--- src/rtl/dcb_pkg.sv ---
// constants for the disk control bus command interpreter
package dcb_pkg;
	// ************************************************************
	// command codes
	// ************************************************************
	localparam logic [7:0] CMD_REPORT_ILLEGAL = 8'h00;
	localparam logic [7:0] CMD_CLEAR_FAULT = 8'h01;
	localparam logic [7:0] CMD_CLEAR_ATTN = 8'h02;
	localparam logic [7:0] CMD_SEEK = 8'h03;
	localparam logic [7:0] CMD_REZERO = 8'h04;
	localparam logic [7:0] CMD_SENSE2 = 8'h0d;
	localparam logic [7:0] CMD_SENSE1 = 8'h0e;
	localparam logic [7:0] CMD_GEN_STATUS = 8'h0f;
	localparam logic [7:0] CMD_REPORT_ATTR = 8'h10;
	localparam logic [7:0] CMD_SET_ATTN = 8'h11;
	localparam logic [7:0] CMD_SEL_RESET = 8'h14;
	localparam logic [7:0] CMD_PARTITION = 8'h16;
	localparam logic [7:0] CMD_REPORT_CYL_HI = 8'h29;
	localparam logic [7:0] CMD_REPORT_CYL_LO = 8'h2a;
	localparam logic [7:0] CMD_REPORT_TEST = 8'h2f;
	localparam logic [7:0] CMD_ATTN_CTRL = 8'h40;
	localparam logic [7:0] CMD_WRITE_CTRL = 8'h41;
	localparam logic [7:0] CMD_CYL_HI = 8'h42;
	localparam logic [7:0] CMD_CYL_LO = 8'h43;
	localparam logic [7:0] CMD_HEAD = 8'h44;
	localparam logic [7:0] CMD_ATTR_NUM = 8'h50;
	localparam logic [7:0] CMD_ATTR_VAL = 8'h51;
	localparam logic [7:0] CMD_SPIN = 8'h55;
	localparam logic [7:0] CMD_SPT_HI = 8'h59;
	localparam logic [7:0] CMD_SPT_MID = 8'h5a;
	localparam logic [7:0] CMD_SPT_LO = 8'h5b;
	localparam logic [7:0] CMD_LOAD_TEST = 8'h6f;

	// ************************************************************
	// fields, reset values, sizes
	// ************************************************************
	localparam int CTRL_BIT = 7;
	localparam int GS_BUSY_EXEC = 0;
	localparam int GS_ATTN = 1;
	localparam int GS_ILLEGAL_CMD = 2;
	localparam int ATTR_DEPTH = 32;
	localparam int ATTR_AW = 5;
	localparam logic [7:0] RST_BYTE = 8'h00;
	localparam logic RST_SPIN = 1'b1;
	localparam logic RST_ATTN_EN = 1'b1;
	localparam logic RST_WRITE_EN = 1'b0;
	localparam logic [23:0] RST_SPT = 24'h000000;

	// ************************************************************
	// handshake states
	// ************************************************************
	typedef enum logic [2:0] {
		DCB_IDLE = 3'b000,
		DCB_CMD_ACK = 3'b001,
		DCB_WAIT_PARAM = 3'b010,
		DCB_EXEC = 3'b011,
		DCB_PARAM_ACK = 3'b100
	} dcb_state_e;
endpackage : dcb_pkg

--- src/rtl/dcb_decode.sv ---
// command byte decoder: direction and command class
`timescale 1ns/1ps
module dcb_decode
	import dcb_pkg::*;
(
	input wire logic [7:0] cmd,
	output logic param_out,
	output logic time_dep,
	output logic known
);
	always_comb
	begin
		param_out = 1'b0;
		time_dep = 1'b0;
		known = 1'b1;
		unique case (cmd)
			CMD_ATTN_CTRL, CMD_WRITE_CTRL, CMD_CYL_HI, CMD_CYL_LO, CMD_HEAD,
			CMD_ATTR_NUM, CMD_ATTR_VAL, CMD_SPT_HI, CMD_SPT_MID, CMD_SPT_LO,
			CMD_LOAD_TEST:
				param_out = 1'b1;
			CMD_SPIN:
			begin
				param_out = 1'b1;
				time_dep = 1'b1;
			end
			CMD_SEEK, CMD_REZERO, CMD_SET_ATTN, CMD_SEL_RESET, CMD_PARTITION:
				time_dep = 1'b1;
			CMD_REPORT_ILLEGAL, CMD_CLEAR_FAULT, CMD_CLEAR_ATTN, CMD_SENSE2,
			CMD_SENSE1, CMD_GEN_STATUS, CMD_REPORT_ATTR, CMD_REPORT_CYL_HI,
			CMD_REPORT_CYL_LO, CMD_REPORT_TEST:
				known = 1'b1;
			default:
				known = 1'b0;
		endcase
	end
endmodule : dcb_decode

--- src/rtl/dcb_cmd_if.sv ---
// device side command interpreter for the byte wide disk control bus
`timescale 1ns/1ps
module dcb_cmd_if
	import dcb_pkg::*;
(
	input wire logic REF_CLK,
	input wire logic RST_N,
	input wire logic CMD_REQ,
	input wire logic PARAM_REQ,
	input wire logic BUS_DIR_OUT,
	input wire logic [7:0] BUS_IN,
	output logic [7:0] BUS_OUT,
	output logic BUS_OE,
	output logic BUS_ACK,
	output logic BUSY,
	output logic ATTN,
	input wire logic OP_DONE,
	input wire logic OP_FAIL,
	input wire logic EVENT_ATTN,
	input wire logic [7:0] SENSE1,
	input wire logic [7:0] SENSE2,
	output logic OP_START,
	output logic [7:0] OP_CMD,
	output logic [15:0] OP_CYL,
	output logic [7:0] OP_HEAD,
	output logic [23:0] OP_SPT,
	output logic OP_SPIN_UP,
	output logic WRITE_EN
);
	// ************************************************************
	// reset release and input synchronisers
	// ************************************************************
	logic rst_s1, rst_n_q;
	always_ff @(posedge REF_CLK or negedge RST_N)
	begin
		if (!RST_N)
		begin
			rst_s1 <= 1'b0;
			rst_n_q <= 1'b0;
		end
		else
		begin
			rst_s1 <= 1'b1;
			rst_n_q <= rst_s1;
		end
	end

	logic [11:0] sync1, sync2;
	always_ff @(posedge REF_CLK or negedge rst_n_q)
	begin
		if (!rst_n_q)
		begin
			sync1 <= '0;
			sync2 <= '0;
		end
		else
		begin
			sync1 <= {CMD_REQ, PARAM_REQ, BUS_DIR_OUT, 1'b0, BUS_IN};
			sync2 <= sync1;
		end
	end
	logic cmd_req, param_req, dir_out;
	logic [7:0] bus_in;
	assign cmd_req = sync2[11];
	assign param_req = sync2[10];
	assign dir_out = sync2[9];
	assign bus_in = sync2[7:0];

	// ************************************************************
	// command decode
	// ************************************************************
	logic [7:0] cmd;
	logic dec_out, dec_td, dec_known;
	dcb_decode i_dcb_decode (
		.cmd(cmd),
		.param_out(dec_out),
		.time_dep(dec_td),
		.known(dec_known)
	);

	// ************************************************************
	// handshake state machine
	// ************************************************************
	dcb_state_e state;
	logic busy_exec, attn_cond, attn_en, illegal;
	logic [7:0] cyl_hi, cyl_lo, head, test_byte, attr_num;
	logic [23:0] spt;
	logic [7:0] attr [ATTR_DEPTH];
	logic spin_up;
	logic [7:0] status_byte, reply;

	// unused status bits stay zero
	assign status_byte = {5'h00, illegal, attn_cond, busy_exec};

	// which byte a parameter-in command returns
	always_comb
	begin
		unique case (cmd)
			CMD_SENSE2: reply = SENSE2;
			CMD_SENSE1: reply = SENSE1;
			CMD_REPORT_ATTR: reply = attr[attr_num[ATTR_AW-1:0]];
			CMD_REPORT_CYL_HI: reply = cyl_hi;
			CMD_REPORT_CYL_LO: reply = cyl_lo;
			CMD_REPORT_TEST: reply = test_byte;
			default: reply = status_byte;
		endcase
	end

	// param phase valid only when direction agrees with the command
	logic param_ok, param_take;
	assign param_ok = param_req && (dir_out == dec_out);
	assign param_take = (state == DCB_WAIT_PARAM) && param_ok;

	always_ff @(posedge REF_CLK or negedge rst_n_q)
	begin
		if (!rst_n_q)
		begin
			state <= DCB_IDLE;
			cmd <= RST_BYTE;
			BUS_ACK <= 1'b0;
			BUS_OE <= 1'b0;
			BUS_OUT <= RST_BYTE;
		end
		else
		begin
			unique case (state)
				DCB_IDLE:
					// no acknowledge while busy first byte is the command
					if (cmd_req && dir_out && !BUSY)
					begin
						cmd <= bus_in;
						BUS_ACK <= 1'b1;
						state <= DCB_CMD_ACK;
					end
				DCB_CMD_ACK:
					if (!cmd_req)
					begin
						BUS_ACK <= 1'b0;
						state <= DCB_WAIT_PARAM;
					end
				DCB_WAIT_PARAM:
					if (param_take)
					begin
						// drive reply for inbound parameter
						BUS_OE <= !dec_out;
						BUS_OUT <= dec_out ? RST_BYTE : reply;
						state <= DCB_EXEC;
					end
				DCB_EXEC:
				begin
					// action and attention settle one cycle before acknowledge
					BUS_ACK <= 1'b1;
					state <= DCB_PARAM_ACK;
				end
				DCB_PARAM_ACK:
					if (!param_req)
					begin
						BUS_ACK <= 1'b0;
						BUS_OE <= 1'b0;
						state <= DCB_IDLE;
					end
				default:
					state <= DCB_IDLE;
			endcase
		end
	end

	// ************************************************************
	// parameter registers
	// ************************************************************
	logic out_wr;
	assign out_wr = param_take && dec_out;

	always_ff @(posedge REF_CLK or negedge rst_n_q)
	begin
		if (!rst_n_q)
		begin
			cyl_hi <= RST_BYTE;
			cyl_lo <= RST_BYTE;
			head <= RST_BYTE;
			test_byte <= RST_BYTE;
			attr_num <= RST_BYTE;
			spt <= RST_SPT;
			spin_up <= RST_SPIN;
			attn_en <= RST_ATTN_EN;
			WRITE_EN <= RST_WRITE_EN;
		end
		else if (out_wr)
		begin
			unique case (cmd)
				CMD_ATTN_CTRL: attn_en <= !bus_in[CTRL_BIT];
				CMD_WRITE_CTRL: WRITE_EN <= bus_in[CTRL_BIT];
				CMD_SPIN: spin_up <= bus_in[CTRL_BIT];
				CMD_CYL_HI: cyl_hi <= bus_in;
				CMD_CYL_LO: cyl_lo <= bus_in;
				CMD_HEAD: head <= bus_in;
				CMD_SPT_HI: spt[23:16] <= bus_in;
				CMD_SPT_MID: spt[15:8] <= bus_in;
				CMD_SPT_LO: spt[7:0] <= bus_in;
				CMD_ATTR_NUM: attr_num <= bus_in;
				CMD_LOAD_TEST: test_byte <= bus_in;
				default: ;
			endcase
		end
	end

	genvar gi;
	generate
		for (gi = 0; gi < ATTR_DEPTH; gi++)
		begin : g_attr
			always_ff @(posedge REF_CLK or negedge rst_n_q)
			begin
				if (!rst_n_q)
					attr[gi] <= RST_BYTE;
				else if (out_wr && cmd == CMD_ATTR_VAL && attr_num == 8'(gi))
					attr[gi] <= bus_in;
			end
		end
	endgenerate

	// ************************************************************
	// execution, busy and attention
	// ************************************************************
	logic exec_start, clear_attn;
	assign exec_start = param_take && dec_td;
	assign clear_attn = param_take && (cmd == CMD_CLEAR_FAULT || cmd == CMD_CLEAR_ATTN);

	always_ff @(posedge REF_CLK or negedge rst_n_q)
	begin
		if (!rst_n_q)
		begin
			busy_exec <= 1'b0;
			BUSY <= 1'b0;
			OP_START <= 1'b0;
			OP_CMD <= RST_BYTE;
			OP_CYL <= '0;
			OP_HEAD <= RST_BYTE;
			OP_SPT <= RST_SPT;
			OP_SPIN_UP <= RST_SPIN;
		end
		else
		begin
			OP_START <= exec_start;
			if (exec_start)
			begin
				// snapshot parameters so later loads cannot disturb the run
				busy_exec <= 1'b1;
				BUSY <= 1'b1; // raised before acknowledge
				OP_CMD <= cmd;
				OP_CYL <= {cyl_hi, cyl_lo};
				OP_HEAD <= head;
				OP_SPT <= spt;
				OP_SPIN_UP <= (cmd == CMD_SPIN) ? bus_in[CTRL_BIT] : spin_up;
			end
			else if (OP_DONE && BUSY)
				BUSY <= 1'b0;
			// busy executing lasts until attention is cleared
			if (clear_attn && !exec_start)
				busy_exec <= 1'b0;
		end
	end

	logic imm_fail, td_done;
	// unknown code or failed immediate action raises attention before ack
	assign imm_fail = param_take && !dec_td && (!dec_known || OP_FAIL);
	assign td_done = OP_DONE && BUSY && !exec_start;

	always_ff @(posedge REF_CLK or negedge rst_n_q)
	begin
		if (!rst_n_q)
		begin
			attn_cond <= 1'b0;
			illegal <= 1'b0;
			ATTN <= 1'b0;
		end
		else
		begin
			// a new event in the clearing cycle wins
			if (td_done || imm_fail || EVENT_ATTN)
				attn_cond <= 1'b1;
			else if (clear_attn)
				attn_cond <= 1'b0;
			if (param_take && !dec_known)
				illegal <= 1'b1;
			else if (clear_attn)
				illegal <= 1'b0;
			ATTN <= attn_cond && attn_en;
		end
	end

	// ************************************************************
	// checks
	// ************************************************************
	a_busy_before_ack: assert property (@(posedge REF_CLK) disable iff (!rst_n_q)
		exec_start |=> (BUSY && !BUS_ACK) ##1 BUS_ACK)
		else $error("ack before busy");
	a_no_ack_busy: assert property (@(posedge REF_CLK) disable iff (!rst_n_q)
		(state == DCB_IDLE && BUSY) |=> !BUS_ACK)
		else $error("ack while busy");
	a_ack_after_exec: assert property (@(posedge REF_CLK) disable iff (!rst_n_q)
		param_take |=> !BUS_ACK ##1 BUS_ACK)
		else $error("second ack timing");
	a_fail_attn: assert property (@(posedge REF_CLK) disable iff (!rst_n_q)
		imm_fail |=> attn_cond && !BUS_ACK)
		else $error("attention late");
	a_done_attn: assert property (@(posedge REF_CLK) disable iff (!rst_n_q)
		td_done |=> attn_cond)
		else $error("no attention at finish");
	a_clear_attn: assert property (@(posedge REF_CLK) disable iff (!rst_n_q)
		(clear_attn && !td_done && !imm_fail && !EVENT_ATTN) |=> !attn_cond && !busy_exec)
		else $error("clear failed");
	a_in_drive: assert property (@(posedge REF_CLK) disable iff (!rst_n_q)
		(param_take && !dec_out) |=> BUS_OE && BUS_OUT == $past(reply))
		else $error("reply not driven");
	a_attn_gate: assert property (@(posedge REF_CLK) disable iff (!rst_n_q)
		!attn_en |=> !ATTN)
		else $error("attention not gated");
endmodule : dcb_cmd_if

--- config.mk ---
export PLATFORM = sky130hd
export DESIGN_NAME = dcb_cmd_if
export DESIGN_NICKNAME = d
export VERILOG_FILES = /design/src/rtl/dcb_pkg.sv /design/src/rtl/dcb_decode.sv /design/src/rtl/dcb_cmd_if.sv
export SDC_FILE = /design/constraint.sdc
export NUM_CORES = 1
export LEC_CHECK = 0
export ABC_AREA = 1
export BUFFER_PORTS_ARGS = -buffer_cell sky130_fd_sc_hd__clkbuf_2
export CAP_MARGIN = 20
export CORE_ASPECT_RATIO = 0.9
export CORE_MARGIN = 5
export CORE_UTILIZATION = 55
export DETAILED_ROUTE_END_ITERATION = 12
export GPL_TIMING_DRIVEN = 0
export PLACE_DENSITY = 0.79
export SLEW_MARGIN = 30
export SYNTH_ARGS = -nofsm -noshare
export SYNTH_HDL_FRONTEND = slang
export SYNTH_SLANG_ARGS = --single-unit
--- constraint.sdc ---
create_clock -name REF_CLK -period 17.3 [get_ports REF_CLK]
set_input_delay 1.73 -clock REF_CLK [delete_from_list [all_inputs] [get_ports REF_CLK]]
set_output_delay 1.73 -clock REF_CLK [all_outputs]
set_load 0.005 [all_outputs]
==> impl_metrics.py <==
metrics = {
    "pwr": {
        "power.switching_mw": 0.582,
        "swShare": 0.256,
        "power.share.clock": 0.444,
        "seqPwrFrac": 0.468,
        "leakage_nw": 10.7,
        "ir_drop_mv": 0.0946,
        "powerDensity_mw_per_mm2": 105,
        "share_comb_of_total_power": 0.088,
        "p_int_mw": 1.69,
    },
    "setup_path": {
        "cp.arrival_ns": 3.83,
        "ff2ff_setup_slack_ns": 13.98,
        "cp-start-kind": "flop",
        "critPathKind": "flop to flop",
        "regToRegEndpoint": "BUS_OUT[3]",
        "path_common_cell": "nand2_1",
        "worst-path-buf-inv": 2,
        "crit_family": "buffers and inverters",
        "cp-end-kind": "flop",
        "slowest_delay_ns": 0.79,
        "path_max_fanout": 10,
        "r2r-start": "attr_num[0]",
        "rr_worst_depth": 11,
        "required_ns": 17.81,
        "path_cells": "nor2_1 -> clkbuf_1 -> clkbuf_1 -> a22oi_1 -> nand2_1 -> a21oi_1 -> nand4_1 -> nand3_1 -> nand2_1 -> nand2_1 -> nand2_1",
        "critical-path-slowest-cell": "clkbuf_1",
    },
    "cts": {
        "cts_tree": "yes",
        "post_cts_resized": 0,
        "cts_inserted_buffers": 45,
        "postCtsSetupBuffers": 0,
        "htree_levels": 2,
        "clk_pin_slew_ns": 0.06,
        "ctsRootBufferMaster": "clkbuf_16",
        "clk-insertion-delay-late_ns": 0.57,
        "cts_sinks": 431,
        "clock_path_buffers": 3,
        "cts_hold_buf": 0,
    },
    "detailed_routing": {
        "ant_nets": 0,
        "routed_wl_um": 57100,
        "drtIter0Drc": 1800,
        "route.met2.wl_um": 25500,
        "wl_met3_um": 5550,
        "post-route-drc-count": 0,
        "drt-met1-wl_um": 24000,
        "routed.top_layer": "met4",
        "dr.pass1.iters": 6,
        "num_vias": 16100,
        "avgRoutedWirePerCell_um": 21.0,
        "drt-vias-per-instance": 5.91,
    },
    "cells_and_area": {
        "final_common_cell": "nand2_1",
        "utilization": 0.639,
        "final.fill_count": 2836,
        "finalNetCount": 2254,
        "area_growth_pct": 15.2,
        "drive_above_1_share": 0.141,
        "antennaDiodeCount": 0,
        "multiInputGateArea_mm2": 0.00682,
        "seqCellArea_mm2": 0.0108,
        "final_cell_mix": "nand2_1, dfrtp_1, o21ai_1, o21ai_0, clkbuf_2",
    },
    "synth": {
        "ys_seq_elements": 431,
        "syn_nets": 2096,
        "syn_area_mm2": 0.0187,
        "synthCells": 2064,
        "yosysUniqueCellTypes": 39,
        "yosysSeqAreaShare": 0.576,
        "yosys_warnings": 0,
        "syn_area_per_cell_um2": 9.08,
    },
    "placed_design": {
        "gp_congestion": 0.972,
        "dp_hpwl_um": 39600,
        "dp_slack_ns": 14.23,
        "io_buffer_count": 102,
    },
    "sta": {
        "fin_crit_sh": 0.192,
        "setup_viol": 0,
        "tns_ns": 0,
        "fin_ws_ns": 13.98,
        "fmax_ghz": 0.301,
        "rsz0062_at_grt": "no",
        "hold_ws_ns": 0.235,
        "hold_violations": 0,
        "finalMaxSlewViolations": 0,
        "slew_headroom": 0.319,
        "fin_skew_ns": 0.0253,
        "tightest_slew_ns": 1.02,
        "finalCriticalPeriod_ns": 3.32,
    },
    "run": {
        "maxCapViolCount": 0,
    },
    "die": {
        "die_x_um": 205,
        "core_region_area_mm2": 0.0338,
        "die_area_mm2": 0.0379,
        "initial_core_util": 0.555,
        "die_h_um": 185,
        "io_pins": 103,
        "placement_rows": 64,
    },
    "global_routing": {
        "grt_pass1_wl_um": 89200,
        "first_global_vias": 15700,
        "grt_use_total": 0.303,
        "grt_max_degree": 54,
        "grt_antenna_before_repair": 1,
        "grt_overflow": 0,
    },
    "outcome": {
        "outcome": "finished, final reports clean",
    },
    "min_path": {
        "hold_class": "flop to async pin",
    },
}
[registers in the layout, summed over array words and instances, names as in the netlist, 11 cells and up]
| name | flops |
|---|---|
| sync1 | 11 |
| OP_CYL | 16 |
| spt | 24 |
| sync2 | 11 |
| OP_SPT | 24 |
| attr | 256 |
[power groups by stage]
stage | Combinational, mW | Clock (mW) | Sequential (mW)
after floorplan | 0.116 | 0 | 1.09
after CTS | 0.199 | 1.01 | 1.06
after global routing | 0.228 | 1.06 | 1.07
after detailed placement | 0.198 | 0 | 1.08
final | 0.201 | 1.01 | 1.06
after global placement | 0.171 | 0 | 1.10
[how the worst max path moves through the flow]
stage                start    endpoint  slack [ns]  cells past startpoint
4_1_cts        attr_num[0]  BUS_OUT[6]       14.19                     12
3_3_place_gp       rst_n_q   attr[149]        0.33                      0
2_1_floorplan      rst_n_q        ATTN        4.40                      0
3_5_place_dp   attr_num[0]  BUS_OUT[6]       14.23                     11
5_1_grt        attr_num[0]  BUS_OUT[6]       13.88                     11
6_report       attr_num[0]  BUS_OUT[3]       13.98                     11
[stage by stage]
step,instances,area [um^2],total power [mW]
6_report,2720,21600,2.27
5_1_grt,2720,21600,2.35
4_1_cts,2720,21600,2.28
3_5_place_dp,2637,20100,1.28
3_3_place_gp,2628,19800,1.27
2_1_floorplan,2064,18700,1.21
[final cells by class]
class | count | share of cell area
multi-input cells | 1417 | 0.316
well taps | 462 | 0.0268
flip-flops and latches | 431 | 0.500
inverters | 92 | 0.0160
repair buffers | 111 | 0.0337
clock inverters | 24 | 0.0124
plain buffers | 124 | 0.0364
clock buffers | 59 | 0.0592
[synthesized netlist by cell type, drive strengths merged]
cell	instances	area (um^2)
nor2	55	250
o22ai	6	37.5
clkinv	4	15.0
clkbuf	63	236
nor3	35	175
nor3b	1	7.51
nand4	20	140
nand2	750	3050
a22oi	99	743
a211oi	5	37.5
a21o	5	37.5
o31ai	1	7.51
buf	61	551
a22o	6	52.6
or2	4	25.0
nand3	32	170
conb	1	3.75
o21ai	368	1930
dfrtp	428	10700
inv	88	330
a31oi	5	31.3
dfstp	3	78.8
a21oi	22	110
o211ai	2	15.0
[cell families (layout without fill, tap and decap cells)]
group / after synthesis / after routing / share of synthesized area
compound gates: 519 / 519 / 0.160
buf+inv: 216 / 410 / 0.0604
simple gates: 897 / 897 / 0.203
other cells: 1 / 1 / 0.000200
flops: 431 / 431 / 0.576
[routing by layer]
layer | GRT usage | vias up
met4 | 0.119 | 0
met1 | 0.429 | 7874
met5 | 0 | -
li1 | - | 7180
met2 | 0.460 | 863
met3 | 0.0713 | 156
[worst reg2reg max path: stages, from the launching register on]
cell and delay, ns:
dfrtp_1 0.43, nor2_1 0.17, clkbuf_1 0.54, clkbuf_1 0.79, a22oi_1 0.23, nand2_1 0.20
a21oi_1 0.10, nand4_1 0.28, nand3_1 0.23, nand2_1 0.17, nand2_1 0.06, nand2_1 0.07
Power figures use the tool's default switching activity.
